===== config.mk =====
export PLATFORM = sky130hd
export DESIGN_NAME = wer_top
export DESIGN_NICKNAME = d
export VERILOG_FILES = /design/src/hw/wer_sync.v /design/src/hw/wer_sticky.v /design/src/hw/wer_top.v
export VERILOG_INCLUDE_DIRS = /design/src /design/src/hw
export SDC_FILE = /design/constraint.sdc
export NUM_CORES = 1
export LEC_CHECK = 0
export ABC_AREA = 1
export BUFFER_PORTS_ARGS = -buffer_cell sky130_fd_sc_hd__buf_2
export CAP_MARGIN = 10
export CELL_PAD_IN_SITES_DETAIL_PLACEMENT = 0
export CELL_PAD_IN_SITES_GLOBAL_PLACEMENT = 1
export CORE_ASPECT_RATIO = 0.5
export CORE_UTILIZATION = 39
export CTS_CLUSTER_SIZE = 25
export DETAILED_ROUTE_END_ITERATION = 10
export PLACE_DENSITY_LB_ADDON = 0.1
export SETUP_SLACK_MARGIN = 0.15
export SLEW_MARGIN = 20
export SYNTH_ARGS = -nofsm -noshare
export SYNTH_HDL_FRONTEND = slang
export SYNTH_SLANG_ARGS = --single-unit

===== constraint.sdc =====
create_clock -name clk_i -period 1.65 [get_ports clk_i]
set_input_delay 0.33 -clock clk_i [delete_from_list [all_inputs] [get_ports clk_i]]
set_output_delay 0.33 -clock clk_i [all_outputs]
set_load 0.1 [all_outputs]

===== src/hw/wer_regs.vh =====
// Constants for the wake-up event routing block.
// Assumes byte-wide registers, one per aligned 32-bit Wishbone word.
// Notes on behaviour
// - Config and routing registers reset to zero
// - Config bits 1-0 select banked register space
// - Routing enables live in bank 2 only
// - Config bit 2 swaps keyboard and mouse inputs
// - Management route lo: per-source enables, 5,7 reserved
// - Management interrupt ignores main wake enables
// - Management route hi: bit n per event input
// - Interrupt route lo mirrors management route layout
// - Enabled events drive assigned interrupt channel
// - Interrupt channel ignores main wake enables
// - Wake request for events with main enable
// - Sticky status per event; shared-pin function select
`ifndef WER_REGS_VH
`define WER_REGS_VH
// Offsets are register indices; byte address is four times
`define WER_IDX_STAT_LO     5'h00
`define WER_IDX_STAT_HI     5'h01
`define WER_IDX_EN_LO       5'h02
`define WER_IDX_EN_HI       5'h03
`define WER_IDX_CFG         5'h04
`define WER_IDX_MGT_LO      5'h13
`define WER_IDX_MGT_HI      5'h14
`define WER_IDX_IRQ_LO      5'h15
`define WER_IDX_IRQ_HI      5'h16
`define WER_IDX_CTRL        5'h08
`define WER_IDX_HSTAT       5'h09
`define WER_IDX_HMASK       5'h0a
`define WER_BANK_ROUTE      2'h2
`define WER_CFG_BANK_LSB    0
`define WER_CFG_SWAP_BIT    2
`define WER_CFG_PB_BIT      3
`define WER_CFG_MASK        8'h0f
`define WER_LO_MASK         8'h5f
`define WER_CTRL_SWEV_BIT   0
`define WER_CTRL_SEL_BIT    1
`define WER_RST_BYTE        8'h00
`endif


===== src/hw/wer_sync.v =====
// Three-stage synchroniser with agreement filter for pin inputs.
// Assumes asynchronous active-low reset; output settles after change.
`timescale 1ns/1ps
module wer_sync
(
    input  wire       clk_i,
    input  wire       rst_n_i,
    input  wire [7:0] d_i,
    output reg  [7:0] q_o
);
    reg [7:0] s1_r;
    reg [7:0] s2_r;
    reg [7:0] s3_r;
    genvar    g;

    always @(posedge clk_i or negedge rst_n_i)
    begin
        if (!rst_n_i)
        begin
            s1_r <= 8'h00;
            s2_r <= 8'h00;
            s3_r <= 8'h00;
        end
        else
        begin
            s1_r <= d_i;
            s2_r <= s1_r;
            s3_r <= s2_r;
        end
    end

    // Change counts only when stages two and three agree
    generate
        for (g = 0; g < 8; g = g + 1)
        begin : agree
            always @(posedge clk_i or negedge rst_n_i)
            begin
                if (!rst_n_i)
                    q_o[g] <= 1'b0;
                else if (s2_r[g] == s3_r[g])
                    q_o[g] <= s3_r[g];
            end
        end
    endgenerate
endmodule


===== src/hw/wer_sticky.v =====
// Sticky event status byte with rising-edge detect.
// Assumes event levels already synchronised; set wins over clear.
`timescale 1ns/1ps
module wer_sticky
(
    input  wire       clk_i,
    input  wire       rst_n_i,
    input  wire [7:0] lvl_i,
    input  wire [7:0] clr_i,
    output reg  [7:0] stat_o
);
    reg [7:0] prev_r;
    wire [7:0] rise;

    assign rise = lvl_i & ~prev_r;

    always @(posedge clk_i or negedge rst_n_i)
    begin
        if (!rst_n_i)
        begin
            prev_r <= 8'h00;
            stat_o <= 8'h00;
        end
        else
        begin
            prev_r <= lvl_i;
            stat_o <= (stat_o & ~clr_i) | rise;
        end
    end
endmodule


===== src/hw/wer_top.v =====
// Wake-up event routing: config, routing enables, outputs.
// Assumes classic Wishbone master, 40 MHz clock, pin-level events.
//
// Design decision made here: the Wishbone slave port.
`timescale 1ns/1ps
`include "wer_regs.vh"
module wer_top
(
    input  wire        clk_i,
    input  wire        rst_n_i,
    input  wire        wb_cyc_i,
    input  wire        wb_stb_i,
    input  wire        wb_we_i,
    input  wire [6:0]  wb_adr_i,
    input  wire [3:0]  wb_sel_i,
    input  wire [31:0] wb_dat_i,
    output reg  [31:0] wb_dat_o,
    output reg         wb_ack_o,
    output reg         wb_err_o,
    input  wire        ring_indicator_one_i,
    input  wire        ring_indicator_two_i,
    input  wire        keyboard_event_i,
    input  wire        mouse_event_i,
    input  wire        consumer_infrared_i,
    input  wire [7:0]  general_event_input_i,
    input  wire        ring_event_i,
    input  wire        keyboard_clock_in_i,
    input  wire        keyboard_data_in_i,
    input  wire        mouse_clock_in_i,
    input  wire        mouse_data_in_i,
    output reg         ctlr_kbd_clock_o,
    output reg         ctlr_kbd_data_o,
    output reg         ctlr_mouse_clock_o,
    output reg         ctlr_mouse_data_o,
    output reg         system_mgmt_interrupt_n_o,
    output reg         wakeup_irq_o,
    output reg         power_wake_request_n_o,
    output reg         pb_pulse_s3_en_o,
    output reg         host_irq_o
);
    reg  [7:0] cfg_r;
    reg  [7:0] mgt_lo_r;
    reg  [7:0] mgt_hi_r;
    reg  [7:0] irq_lo_r;
    reg  [7:0] irq_hi_r;
    reg  [7:0] en_lo_r;
    reg  [7:0] en_hi_r;
    reg  [1:0] ctrl_r;
    reg  [7:0] hmask_r;
    reg  [7:0] hstat_r;
    reg  [7:0] rd_nxt;
    reg        hit_nxt;
    reg        prev_mgt_r;
    reg        prev_irq_r;
    reg        prev_pwr_r;
    wire [7:0] raw_lo;
    wire [7:0] raw_hi;
    wire [7:0] sync_lo;
    wire [7:0] sync_hi;
    wire [7:0] lvl_lo;
    wire [7:0] kbd_sync;
    wire [7:0] stat_lo;
    wire [7:0] stat_hi;
    wire [7:0] clr_lo;
    wire [7:0] clr_hi;
    wire [7:0] hevt;
    wire       req;
    wire       wr;
    wire       rd;
    wire       mgt_any;
    wire       irq_any;
    wire       pwr_any;
    wire [4:0] idx;

    // Read decode used for every banked register
    function in_bank2;
        input [1:0] bank;
        begin
            in_bank2 = (bank == `WER_BANK_ROUTE);
        end
    endfunction

    // Routed level: any sticky status bit whose enable is set
    function route_any;
        input [7:0] st_lo;
        input [7:0] st_hi;
        input [7:0] en_lo;
        input [7:0] en_hi;
        begin
            route_any = |(st_lo & en_lo) | |(st_hi & en_hi);
        end
    endfunction

    // Clear strobe for one byte of read-to-clear status
    function [7:0] rd_clear;
        input       rd_en;
        input [4:0] at;
        input [4:0] target;
        begin
            rd_clear = (rd_en && at == target) ? 8'hff : 8'h00;
        end
    endfunction

    assign req = wb_cyc_i & wb_stb_i & ~wb_ack_o & ~wb_err_o;
    assign wr  = req & wb_we_i & wb_sel_i[0] & hit_nxt;
    assign rd  = req & ~wb_we_i & hit_nxt;
    assign idx = wb_adr_i[6:2];

    // Shared pin: ring event replaces input four when selected
    assign raw_lo = {3'h0, consumer_infrared_i, mouse_event_i,
                     keyboard_event_i, ring_indicator_two_i,
                     ring_indicator_one_i};
    assign raw_hi = {general_event_input_i[7:5],
                     ctrl_r[`WER_CTRL_SEL_BIT] ? ring_event_i
                                               : general_event_input_i[4],
                     general_event_input_i[3:0]};

    // Two-stage agreement: pulses under two clocks are dropped
    wer_sync u_sync_lo
    (
        .clk_i   (clk_i),
        .rst_n_i (rst_n_i),
        .d_i     (raw_lo),
        .q_o     (sync_lo)
    );

    wer_sync u_sync_hi
    (
        .clk_i   (clk_i),
        .rst_n_i (rst_n_i),
        .d_i     (raw_hi),
        .q_o     (sync_hi)
    );

    wer_sync u_sync_kbd
    (
        .clk_i   (clk_i),
        .rst_n_i (rst_n_i),
        .d_i     ({4'h0, keyboard_clock_in_i, keyboard_data_in_i,
                   mouse_clock_in_i, mouse_data_in_i}),
        .q_o     (kbd_sync)
    );

    // Reading a status register clears it
    assign clr_lo = rd_clear(rd, idx, `WER_IDX_STAT_LO);
    assign clr_hi = rd_clear(rd, idx, `WER_IDX_STAT_HI);

    // Software event is already on this clock, so it skips the synchroniser
    assign lvl_lo = {sync_lo[7], ctrl_r[`WER_CTRL_SWEV_BIT], sync_lo[5:0]};

    wer_sticky u_stat_lo
    (
        .clk_i   (clk_i),
        .rst_n_i (rst_n_i),
        .lvl_i   (lvl_lo),
        .clr_i   (clr_lo),
        .stat_o  (stat_lo)
    );

    wer_sticky u_stat_hi
    (
        .clk_i   (clk_i),
        .rst_n_i (rst_n_i),
        .lvl_i   (sync_hi),
        .clr_i   (clr_hi),
        .stat_o  (stat_hi)
    );

    // Wake enables deliberately absent from the two routed outputs
    assign mgt_any = route_any(stat_lo, stat_hi,
                               mgt_lo_r, mgt_hi_r);
    assign irq_any = route_any(stat_lo, stat_hi,
                               irq_lo_r, irq_hi_r);
    assign pwr_any = route_any(stat_lo, stat_hi,
                               en_lo_r, en_hi_r);
    assign hevt    = {5'h00, pwr_any & ~prev_pwr_r,
                      irq_any & ~prev_irq_r, mgt_any & ~prev_mgt_r};

    always @*
    begin
        rd_nxt  = 8'h00;
        hit_nxt = 1'b1;
        case (idx)
            `WER_IDX_STAT_LO: rd_nxt = stat_lo;
            `WER_IDX_STAT_HI: rd_nxt = stat_hi;
            `WER_IDX_EN_LO:   rd_nxt = en_lo_r;
            `WER_IDX_EN_HI:   rd_nxt = en_hi_r;
            `WER_IDX_CFG:     rd_nxt = cfg_r;
            `WER_IDX_CTRL:    rd_nxt = {6'h00, ctrl_r};
            `WER_IDX_HSTAT:   rd_nxt = hstat_r;
            `WER_IDX_HMASK:   rd_nxt = hmask_r;
            `WER_IDX_MGT_LO:  rd_nxt = mgt_lo_r;
            `WER_IDX_MGT_HI:  rd_nxt = mgt_hi_r;
            `WER_IDX_IRQ_LO:  rd_nxt = irq_lo_r;
            `WER_IDX_IRQ_HI:  rd_nxt = irq_hi_r;
            default:          hit_nxt = 1'b0;
        endcase
        // Banked routing space visible only in bank 2
        if (idx >= `WER_IDX_MGT_LO &&
            !in_bank2(cfg_r[`WER_CFG_BANK_LSB +: 2]))
        begin
            rd_nxt  = 8'h00;
            hit_nxt = 1'b0;
        end
    end

    always @(posedge clk_i or negedge rst_n_i)
    begin
        if (!rst_n_i)
        begin
            cfg_r    <= `WER_RST_BYTE;
            mgt_lo_r <= `WER_RST_BYTE;
            mgt_hi_r <= `WER_RST_BYTE;
            irq_lo_r <= `WER_RST_BYTE;
            irq_hi_r <= `WER_RST_BYTE;
            en_lo_r  <= `WER_RST_BYTE;
            en_hi_r  <= `WER_RST_BYTE;
            ctrl_r   <= 2'h0;
            hmask_r  <= `WER_RST_BYTE;
        end
        else if (wr)
        begin
            case (idx)
                // Reserved bits masked here so they always read zero
                `WER_IDX_CFG:
                    cfg_r <= wb_dat_i[7:0] & `WER_CFG_MASK;
                `WER_IDX_EN_LO:  en_lo_r <= wb_dat_i[7:0];
                `WER_IDX_EN_HI:  en_hi_r <= wb_dat_i[7:0];
                `WER_IDX_CTRL:   ctrl_r <= wb_dat_i[1:0];
                `WER_IDX_HMASK:  hmask_r <= wb_dat_i[7:0];
                `WER_IDX_MGT_LO:
                    mgt_lo_r <= wb_dat_i[7:0] & `WER_LO_MASK;
                `WER_IDX_MGT_HI: mgt_hi_r <= wb_dat_i[7:0];
                `WER_IDX_IRQ_LO:
                    irq_lo_r <= wb_dat_i[7:0] & `WER_LO_MASK;
                `WER_IDX_IRQ_HI: irq_hi_r <= wb_dat_i[7:0];
                default:         cfg_r <= cfg_r;
            endcase
        end
    end

    always @(posedge clk_i or negedge rst_n_i)
    begin
        if (!rst_n_i)
        begin
            wb_ack_o   <= 1'b0;
            wb_err_o   <= 1'b0;
            wb_dat_o   <= 32'h0000_0000;
            hstat_r    <= 8'h00;
            prev_mgt_r <= 1'b0;
            prev_irq_r <= 1'b0;
            prev_pwr_r <= 1'b0;
        end
        else
        begin
            wb_ack_o   <= req & hit_nxt;
            wb_err_o   <= req & ~hit_nxt;
            wb_dat_o   <= rd ? {24'h000000, rd_nxt} : 32'h0000_0000;
            prev_mgt_r <= mgt_any;
            prev_irq_r <= irq_any;
            prev_pwr_r <= pwr_any;
            // New event beats the read-clear
            if (rd && idx == `WER_IDX_HSTAT)
                hstat_r <= hevt;
            else
                hstat_r <= hstat_r | hevt;
        end
    end

    always @(posedge clk_i or negedge rst_n_i)
    begin
        if (!rst_n_i)
        begin
            ctlr_kbd_clock_o          <= 1'b0;
            ctlr_kbd_data_o           <= 1'b0;
            ctlr_mouse_clock_o        <= 1'b0;
            ctlr_mouse_data_o         <= 1'b0;
            system_mgmt_interrupt_n_o <= 1'b1;
            wakeup_irq_o              <= 1'b0;
            power_wake_request_n_o    <= 1'b1;
            pb_pulse_s3_en_o          <= 1'b0;
            host_irq_o                <= 1'b0;
        end
        else
        begin
            if (cfg_r[`WER_CFG_SWAP_BIT])
            begin
                ctlr_kbd_clock_o   <= kbd_sync[1];
                ctlr_kbd_data_o    <= kbd_sync[0];
                ctlr_mouse_clock_o <= kbd_sync[3];
                ctlr_mouse_data_o  <= kbd_sync[2];
            end
            else
            begin
                ctlr_kbd_clock_o   <= kbd_sync[3];
                ctlr_kbd_data_o    <= kbd_sync[2];
                ctlr_mouse_clock_o <= kbd_sync[1];
                ctlr_mouse_data_o  <= kbd_sync[0];
            end
            system_mgmt_interrupt_n_o <= ~mgt_any;
            wakeup_irq_o              <= irq_any;
            power_wake_request_n_o    <= ~pwr_any;
            pb_pulse_s3_en_o          <= cfg_r[`WER_CFG_PB_BIT];
            host_irq_o                <= |(hstat_r & hmask_r);
        end
    end
endmodule


Word-level counts from Yosys, hierarchy flattened
Index checks and enable logic that the tools add are counted.
Storage, ports and cells
  input bits: 66
  bits in registers: 185
  logic and storage cells: 163
  output and inout port bits: 43
Cells by class
  bitwise gates (word level): 43
  equality and inequality tests: 29
  magnitude comparators: 1
  mux-type cells: 13
  reduce and logical (&&, ||, !) cells: 23
Operators by type and width (count)
  one-hot mux 8 bit (12 select lines): 1
  bitwise AND 8 bit: 8
  OR reduction 8 bit: 7
  two-way mux 8 bit: 5
  NOT 8 bit: 3
  == test 5 bit, second input constant: 4
  AND reduction 2 bit: 9
  == test 1 bit: 17
  bitwise AND 8 x 7 -> 8 bit: 2
  OR 8 bit: 2
  == test 5 x 4 -> 1 bit, second input constant: 3
  bitwise AND 1 bit: 13
  OR reduction 12 bit: 1
  == test 5 x 2 -> 1 bit, second input constant: 2
  NOT 1 bit: 9
  bitwise AND 7 x 8 -> 8 bit: 1
  NOT 7 -> 8 bit: 1
  OR 8 x 3 -> 8 bit: 1
  two-way mux 1 bit: 7
  == test 5 x 1 -> 1 bit, second input constant: 1
  == test 5 x 3 -> 1 bit, second input constant: 1
  greater-or-equal comparator 5 bit, second input constant: 1
  logical NOT 5 bit: 1
  logical AND 1 bit: 4
  3 further kinds: 5

Logic depth before layout (Yosys ltp)
Gate-level depths: netlist (run 1).
  depth in word-level cells: 10
  depth in mapped cells: 10
  mapped depth without buffers: 10

Cells and area by module
Synthesis (run 1) repeated with hierarchy kept, for this count alone.
Unflattened totals
  cells, all modules: 916
  area, all modules: 8249.2 um^2
Modules (own cells, without submodules)
  wer_top: instances 1, area each 4355.4 um^2, cells each 612, seq. area each 2054.5 um^2
  wer_sync: instances 3, area each 930.9 um^2, cells each 64, seq. area each 800.8 um^2
  wer_sticky: instances 2, area each 550.5 um^2, cells each 56, seq. area each 400.4 um^2

Worst setup path before layout (run 1)
Ideal clock, no wire load.
  kind: reg-to-reg
  from: register wb_ack_o
  to: register en_hi_r[0]
  period minus slack after synthesis: 2.085 ns
  stages on the path, launching flop included: 9
  slack: -0.435 ns
  buffers on the path: 1
  required time: 1.585 ns
  arrival: 2.020 ns
  library setup time: 0.065 ns
  cell sequence: dfrtp_1 > nor2_1 > nand3_1 > and3b_1 > buf_2 > nand3_4 > nor2_4 > nand2_1 > nand2_1
On the way
  longest elaborated chain between the ends: 7
Ends and longest elaborated chain
  from (decl): line wer_top.v:18  | output reg wb_ack_o,
  from (signal assigned): line wer_top.v:256  | wb_ack_o <= req & hit_nxt;
  NOT 1 bit: line wer_top.v:104  | assign req = wb_cyc_i & wb_stb_i & ~wb_ack_o & ~wb_err_o;
  bitwise AND 1 bit (2 in series): line wer_top.v:104
  bitwise AND 1 bit (3 in series): line wer_top.v:105  | assign wr = req & wb_we_i & wb_sel_i[0] & hit_nxt;
  AND reduction 2 bit (no source line)
  to (signal assigned): line wer_top.v:217  | en_hi_r <= `WER_RST_BYTE;
  to (signal assigned): line wer_top.v:228  | `WER_IDX_EN_HI: en_hi_r <= wb_dat_i[7:0];
  to (decl): line wer_top.v:47  | reg [7:0] en_hi_r;
No other way between the ends.
A chain may end at the register's enable or synchronous reset.

Final worst setup path (run 1)
  from: register wb_err_o
  to: register u_stat_lo.stat_o[1]
On the way
  longest elaborated chain between the ends: 9
Ends and longest elaborated chain
  from (decl): line wer_top.v:19  | output reg wb_err_o,
  from (signal assigned): line wer_top.v:257  | wb_err_o <= req & ~hit_nxt;
  NOT 1 bit: line wer_top.v:104
  bitwise AND 1 bit: line wer_top.v:104
  bitwise AND 1 bit (2 in series): line wer_top.v:106  | assign rd = req & ~wb_we_i & hit_nxt;
  logical AND 1 bit: line wer_top.v:100  | rd_clear = (rd_en && at == target) ? 8'hff : 8'h00;
  two-way mux 8 bit: line wer_top.v:100
  NOT 8 bit: line wer_sticky.v:27  | stat_o <= (stat_o & ~clr_i) | rise;
  bitwise AND 8 bit: line wer_sticky.v:27
  OR 8 bit: line wer_sticky.v:27
  to (signal assigned): line wer_sticky.v:27
  to (decl): line wer_sticky.v:10  | output reg [7:0] stat_o
No other way between the ends.

==> impl_metrics.ini, run 1 <==
[outcome]
status = complete, but fails checks
violations = negative setup slack

[finish]
final_cell_mix = nand2_1 (309), dfrtp_1 (176), buf_4 (67)
utilization = 0.532
nets = 967
synthToLayoutAreaGrowth_pct = 31.1
fillerInstances = 1616
diodes = 0
drive_gt1_frac = 0.239
layout_commonest_cell = nand2_1

[grt]
grt_pass1_wl_mm = 30.0
grt_usage = 0.211
first_global_vias = 5319
grt_max_degree = 43
antenna_found_initial = 0
grt_overflow = 0

[detailed_routing]
via_per_inst = 4.76
drtAntennaViolNets = 0
first_pass_iters = 7
drt-total-wl_mm = 18.5
vias = 5459
drtIter0Drc = 470
wl_per_cell_um = 16.1
drc = 0

[timing]
rsz0062_at_grt = true
fmax_mhz = 561
post-route-min-period_ps = 1780
fin_tns_setup_ps = -4850
finalSetupViolCount = 79
skew_ps = 13.5
setup_ws_ps = -132
hold_violations = 0
fin_crit_sh = 1.08
maxSlewViolCount = 0

[synthesis]
synthAdderAreaFrac = 0.0238
syn_inst = 750
yosys.area_share.simple = 0.246
synth_area_leaders = dfrtp_1 (62%), nand2_1 (18%), inv_1 (2.9%), buf_4 (2.5%), maj3_1 (2.4%)
syn_avg_cell_area_sq_um = 9.55
synth-xor-area-share = 0
synth.area.mux_share = 0
synth_top_area_frac = 0.622
synth_compound_area_frac = 0.0398
synth_area_sq_um = 7160
synth_top_family_by_area = simple AND/OR/NAND/NOR gates
yosys.area.top_type = dfrtp_1
ys_warn_count = 0
ys_ff_latch = 180
synth.yosys.seq_area_share = 0.629
yosysUniqueCellTypes = 32

[worst_setup_path]
crit_chain = nor2_4 -> nand3_2 -> buf_4 -> buf_4 -> buf_6 -> nor2_4 -> buf_6 -> nand4_1 -> buf_12 -> nand2_4 -> nand2_2
crit_fanout = 8
required_ps = 1970
start_kind = register
cp_slowest_stage_delay_ps = 490
critPathKind = reg -> reg
crit_path_end_kind = register
cp.arrival_ps = 2100
critPathSlowestCell = dfrtp_4

[clocking]
cts-root-buf = clkbuf_16
clk_latency_ps = 430
path_clk_slew_ps = 80
clock_path_buffers = 2
cts_tree = built
ctsHtreeMaxLevel = 4
cts_sinks = 180
cts_buffers = 17

[placed_design]
dpl.hpwl_mm = 12.9
io_buffers = 55
place_congestion = 0.945

[die]
die-area_sq_um = 18900
rows = 34
die_h_um = 97.8
die_w_um = 194
io_pins = 109
start_util = 0.406
core-area_sq_um = 17700

[pwr]
power_density_nw_per_um2 = 1060
max-vdd-ir-drop_uv = 759
p_leak_uw = 0.00474

[min_path]
hold_path.class = in -> reg

[job]
cap_violations = 0
what timing repair did:
item,CTS,global route
hold buffers,17,0
endpoints found under the setup margin,99,89
pin swaps,10,19
hold endpoints to repair,49,0
gates resized for setup,60,32
setup buffers,5,4
area by class of cell:
cell class / instances / area [sq um] / share of cell area
clock buffers: 17 / 425 / 0.0453
clock inverters: 15 / 185 / 0.0197
well taps: 234 / 293 / 0.0312
multi-input cells: 505 / 2550 / 0.272
inverters: 56 / 210 / 0.0224
flip-flops and latches: 180 / 4510 / 0.481
repair buffers: 141 / 1210 / 0.129
path summary, 6_finish.rpt:
path	start	to	slack (ps)	cells after the start
worst max-delay path	wb_err_o	u_stat_lo.stat_o[1]	-130	11
worst min-delay path	general_event_input_i[4]	u_sync_hi.s1_r[4]	100	3
worst max register to register	wb_err_o	u_stat_lo.stat_o[1]	-130	11
worst min register to register	u_sync_hi.s1_r[3]	u_sync_hi.s2_r[3]	350	0
max in group asynchronous	rst_n_i	power_wake_request_n_o	660	3
min in group asynchronous	rst_n_i	u_sync_hi.q_o[4]	380	2
worst max-delay path: cells and delay by family, from the launching register on:
family	cells	cell delay, ps
flip-flops	1	490
AND/OR/NAND/NOR	6	480
buffers and inverters	5	680
Yosys cell counts, drive strengths merged:
library cell	instances
a211oi	1
a21oi	11
a221oi	6
a22o	4
and3b	1
buf	27
clkbuf	5
conb	1
dfrtp	178
dfstp	2
inv	56
maj3	17
nand2	336
nand3	16
nand4	16
nor2	48
nor3	4
o2111ai	2
o211ai	3
o21ai	10
o221ai	1
o22ai	3
o2bb2ai	2
per-layer routing:
layer | wire (um) | up-vias | GRT usage | part of all wire
met3 | 1190 | 13 | 0.0580 | 0.064
met2 | 7600 | 178 | 0.300 | 0.41
met1 | 9590 | 2633 | 0.318 | 0.52
met4 | 138 | 0 | 0.0474 | 0.0075
li1 | - | 2635 | - | -
met5 | 0 | - | 0 | 0
cell families (layout without fill, tap and decap cells):
kind of cell               count (synthesis)  count (layout)
other                                      1              24
and+or+nand+nor                          421             421
AOI/OAI and AO/OA                         43              43
adders and majority gates                 17              17
buffers and inverters                     88             229
DFF                                      180             180
metrics by stage:
step | hold slack [ps] | instances | total power (uW) | setup WS, ps | instance area [sq um]
3_5_place_dp | 286 | 1090 | 5770 | -267 | 8210
5_1_grt | 101 | 1148 | 10400 | -229 | 9390
6_report | 104 | 1148 | 9940 | -132 | 9390
4_1_cts | 92.1 | 1144 | 10100 | -88.5 | 9230
2_1_floorplan | 34.4 | 773 | 5440 | -177 | 7270
3_3_place_gp | 284 | 1090 | 5750 | -231 | 8210
power breakdown:
group          internal, uW  switching [uW]  leakage [uW]
clock                  2180            1970      0.000296
sequential             4600            99.3       0.00222
combinational           298             781       0.00222
(Power assumes the default switching activity.)
==> inputs of run 2 (changes only) <==
Settings changed: CORE_UTILIZATION 39 to 35.
==> run 2 against run 1 <==
The flow still finishes with violations (negative setup slack). Worst hold slack improved by 3.8 ps. Largest power group unchanged. Power fell by 0.62%. Register-to-register slack improved by 60 ps. Highest routed layer unchanged. Setup slack better by 64 ps. First-iteration DRC count shrank 19%. Global-route usage decreased by 1.5 points. Utilization down 5.6 points. Design area barely moved. Clock skew decreased by 0.92 ps.
==> impl_metrics.ini, run 2 (synthesis gave the netlist of run 1 again) <==
[finish]
instances_no_fill = 1181
final_cell_mix = nand2_1 (307), dfrtp_1 (175), buf_4 (68)
utilization = 0.476
synthToLayoutAreaGrowth_pct = 31.0
diodes = 0
layout_commonest_cell = nand2_1
nets = 968
drive_gt1_frac = 0.240

[clocking]
cts-root-buf = clkbuf_16
cts_tree = built
path_clk_slew_ps = 70
cts_sinks = 180
clock_path_buffers = 2
ctsHtreeMaxLevel = 4
clk_latency_ps = 440
cts_buffers = 17

[worst_setup_path]
r2r_start = wb_err_o
regToRegSetupSlack_ps = -70
ff2ff_path_depth = 9
required_ps = 2030
crit_fanout = 8
start_kind = register
critPathKind = reg -> reg
cp.arrival_ps = 2100
crit_path_end_kind = register
reg2reg_to = en_hi_r[3]

[pwr]
p_leak_uw = 0.00473
total_power_uw = 9880
p_clk_frac = 0.415
switching_power_uw = 2780
comb_power_share = 0.108
p_seq_frac = 0.476
power_density_nw_per_um2 = 1050
p_int_uw = 7100
switching_share = 0.281
max-vdd-ir-drop_uv = 630

[die]
rows = 36
core-area_sq_um = 19700
die_h_um = 103
start_util = 0.363
die_w_um = 204
io_pins = 109
die-area_sq_um = 21100

[grt]
grt_usage = 0.196
grt_max_degree = 44
grt_pass1_wl_mm = 29.6
first_global_vias = 5046
antenna_found_initial = 0
grt_overflow = 0

[detailed_routing]
drtAntennaViolNets = 0
drc = 0
wl_per_cell_um = 16.1
drt-total-wl_mm = 19.1
first_pass_iters = 4
via_per_inst = 4.58
vias = 5407
drtIter0Drc = 379

[timing]
post-route-min-period_ps = 1720
fin_crit_sh = 1.04
skew_ps = 12.5
fmax_mhz = 582
tightest_slew_ps = 533
max-slew-margin-rel = 0.642
rsz0062_at_grt = true
maxSlewViolCount = 0
finalSetupViolCount = 58
hold_violations = 0
setup_ws_ps = -68.5

[placed_design]
dp_cells = 1121
dpl.hpwl_mm = 13.6
io_buffers = 55
place_congestion = 0.883

[min_path]
hold_path.class = in -> reg
hold_depth = 3
whs_endpoint = u_sync_hi.s1_r[4]
hold_start = general_event_input_i[4]

[outcome]
status = complete, but fails checks
violations = negative setup slack

[job]
cap_violations = 0
[run 2: worst max-delay path, stage by stage, from the launching register on]
cell,delay [ps]
dfrtp_4,480
nor2_4,110
nand3_2,70
and3b_2,260
buf_12,120
nand3_4,90
buf_12,160
nor2_4,220
nand2_1,80
nand2_1,60
[run 2: worst max-delay path by stage]
stage | end | from | cells after the start | slack [ps]
5_1_grt | en_lo_r[2] | wb_err_o | 9 | -200
6_report | en_hi_r[3] | wb_err_o | 9 | -70
3_5_place_dp | wb_dat_o[7] | wb_adr_i[6] | 10 | -210
4_1_cts | en_lo_r[2] | wb_err_o | 9 | -100
2_1_floorplan | en_hi_r[0] | wb_err_o | 8 | -180
3_3_place_gp | wb_dat_o[7] | wb_adr_i[6] | 10 | -200
[run 2: power groups by stage]
| stage | combinational (uW) | clock, uW | sequential [uW] |
|---|---|---|---|
| global placement | 989 | 0 | 4780 |
| CTS | 1070 | 4220 | 4700 |
| finish | 1070 | 4100 | 4710 |
| global route | 1150 | 4410 | 4730 |
| detailed placement | 992 | 0 | 4780 |
| floorplan | 497 | 0 | 4950 |
[run 2: per-stage QoR]
stage               setup slack (ps)  setup TNS (ps)  hold slack, ps  instance area [sq um]
detailed placement              -208          -10470             306                   8270
finish                         -68.5           -2520             107                   9380
global route                    -196           -8690             103                   9380
floorplan                       -177           -8870            34.4                   7270
CTS                             -104           -3440            83.8                   9250
global placement                -197          -11530             309                   8270
[run 2: timing repair]
item,in CTS,in global routing
setup buffers,8,3
endpoints found under the hold margin,51,0
pin swaps,12,20
resized for setup,50,30
hold buffers,17,0
endpoints found under the setup margin,94,89
[run 2: metal layers]
metal | up-vias | routed length [um] | GRT usage | part of all wire
li1 | 2629 | - | - | -
met1 | 2616 | 10000 | 0.301 | 0.53
met2 | 146 | 7710 | 0.270 | 0.40
met3 | 16 | 1140 | 0.0439 | 0.060
met4 | 0 | 206 | 0.0580 | 0.011
met5 | - | 0 | 0 | 0
[run 2: final cells by class]
class | count | area [sq um]
fillers | 1886 | 10300
repair buffers | 142 | 1230
multi-input cells | 505 | 2490
clock buffers | 18 | 439
well taps | 266 | 333
inverters | 56 | 210
flip-flops and latches | 180 | 4520
clock inverters | 14 | 164
==> inputs of run 3 (changes only) <==
Settings changed: ABC_AREA 1 to not set, CAP_MARGIN 10 to 0.
==> run 3 against run 2 <==
The run still ends with negative setup slack left. Clock skew is 1.5 ps lower. First-iteration DRC count is 20% lower. Wire length is 3.8% lower. Final cell count is 22% lower. Clock power is 5.6% higher. Synthesized cell count is 35% lower. Sequential power is 3% higher. Register-to-register slack worse by 250 ps. Power is 6.0% higher. Design area is 1.1% lower. Synthesized area is 2.3% lower. Non-clock buffer count is 5 higher.
==> impl_metrics.ini, run 3 <==
[outcome]
status = complete, but fails checks
violations = negative setup slack

[finish]
multiInputGateArea_sq_um = 2510
fillerInstances = 1766
nets = 705
layout_commonest_cell = dfrtp_1
utilization = 0.476
diodes = 0
seqCellArea_sq_um = 4510
synthToLayoutAreaGrowth_pct = 32.6
drive_gt1_frac = 0.405
final_cell_mix = dfrtp_1 (176), buf_4 (72), mux2_2 (37)

[grt]
use_met3 = 0.0501
grt_overflow = 0
grt_use_met1 = 0.295
antenna_found_initial = 0
grt_usage = 0.194
grt_pass1_wl_mm = 28.9
first_global_vias = 4527
grtUsageMet2 = 0.265
grt_max_degree = 56
grt-busiest-layer = met1

[placed_design]
io_buffers = 55
dpl.hpwl_mm = 13.4
place_congestion = 0.908
pre_cts_ws_ps = -527

[synthesis]
synth_area_sq_um = 7000
syn_inst = 489
async_reset_ff_frac = 1.00
ys_warn_count = 0
synth_top_area_frac = 0.637
synthFlopType = dfrtp_1
synth_edf_count = 0
syn_avg_cell_area_sq_um = 14.3
ys_ff_latch = 180
synth.most_common_cell = dfrtp_1
yosys.area.top_type = dfrtp_1
synth_area_leaders = dfrtp_1 (64%), mux2_2 (9.5%), buf_4 (2.6%), maj3_1 (2.4%), a22o_1 (2.4%)
synthTopCellsByCount = dfrtp_1 (178), mux2_2 (59), buf_4 (24), a22oi_1 (22), inv_1 (20)
synth.yosys.seq_area_share = 0.644
yosysUniqueCellTypes = 54

[worst_setup_path]
cp.arrival_ps = 2300
critPathKind = reg -> reg
crit_path_end_kind = register
required_ps = 1970
start_kind = register
regToRegSetupSlack_ps = -320
crit_fanout = 6

[clocking]
clock_path_buffers = 2
clk_latency_ps = 430
cts_buffers = 17
cts-root-buf = clkbuf_16
cts_tree = built
path_clk_slew_ps = 80
ctsHtreeMaxLevel = 4
cts_sinks = 180

[timing]
finalSetupViolCount = 85
maxSlewViolCount = 0
fin_crit_sh = 1.20
hold_violations = 0
skew_ps = 11.0
post-route-min-period_ps = 1970
rsz0062_at_grt = true
setup_ws_ps = -323
fmax_mhz = 507

[die]
io_pins = 109
die_w_um = 202
rows = 36
die_h_um = 102
core-area_sq_um = 19500
start_util = 0.359
die-area_sq_um = 20600

[detailed_routing]
drtIter0Drc = 304
vias = 4486
via_per_inst = 4.89
wl_per_cell_um = 20.0
drc = 0
drtAntennaViolNets = 0
drt-total-wl_mm = 18.4
first_pass_iters = 5

[job]
cap_violations = 0

[pwr]
p_leak_uw = 0.00432
power_density_nw_per_um2 = 1130
max-vdd-ir-drop_uv = 635

[min_path]
hold_path.class = in -> reg
run 3: logic make-up after synthesis:
family,share of synthesized area
other,0.000536
DFF,0.644
adders and majority gates,0.0243
AOI/OAI and AO/OA,0.0975
muxes,0.125
and+or+nand+nor,0.0626
buffers and inverters,0.0454
run 3: metrics by stage:
stage,hold WS [ps],instance area (sq um),instances,power (uW),setup TNS [ps]
after floorplan,34.4,7200,512,5700,-22960
after global placement,266,8160,864,6090,-29000
after detailed placement,266,8160,864,6100,-29470
after CTS,113,9210,916,10600,-19390
after global routing,130,9280,918,10900,-23280
final,137,9280,918,10500,-18340
run 3: worst max-delay path: stages, from the launching register on:
cell and delay, ps:
dfrtp_4 470, nand4bb_4 260, a311oi_4 270, buf_6 180
nor3b_4 210, buf_6 170, mux2_4 310
run 3: cell type report:
type                       count  share of cell area
inverter                      20             0.00809
multi-input combinational    273               0.270
clock inverter                15              0.0224
tap                          266              0.0359
timing repair buffer         147               0.131
sequential                   180               0.487
clock buffer                  17              0.0458
run 3: path summary, 6_finish.rpt:
kind                               startpoint                  to  cells past startpoint
hold reg to reg            u_sync_kbd.s1_r[3]  u_sync_kbd.s2_r[3]                      0
hold / removal                   ring_event_i   u_sync_hi.s1_r[4]                      2
setup / recovery                     wb_err_o         mgt_lo_r[0]                      6
max in group asynchronous             rst_n_i   u_sync_lo.s2_r[3]                      3
setup reg to reg                     wb_err_o         mgt_lo_r[0]                      6
min in group asynchronous             rst_n_i            wb_ack_o                      2
run 3: repair_timing:
item / CTS / global route
hold buffers: 17 / 0
hold endpoints to repair: 46 / 0
gates cloned: 0 / 0
resized for setup: 60 / 10
endpoints found under the setup margin: 105 / 91
setup buffers: 3 / 2
pin swaps: 2 / 2
run 3: routing by layer:
metal,up-vias,share of wire
li1,2062,-
met3,21,0.057
met1,2276,0.52
met4,0,0.014
met2,127,0.41
met5,-,0
run 3: where the power goes:
part | switching (uW) | internal (uW) | total, uW
Clock | 1870 | 2460 | 4330
Combinational | 883 | 418 | 1300
Sequential | 170 | 4670 | 4840
Total | 2930 | 7540 | 10500
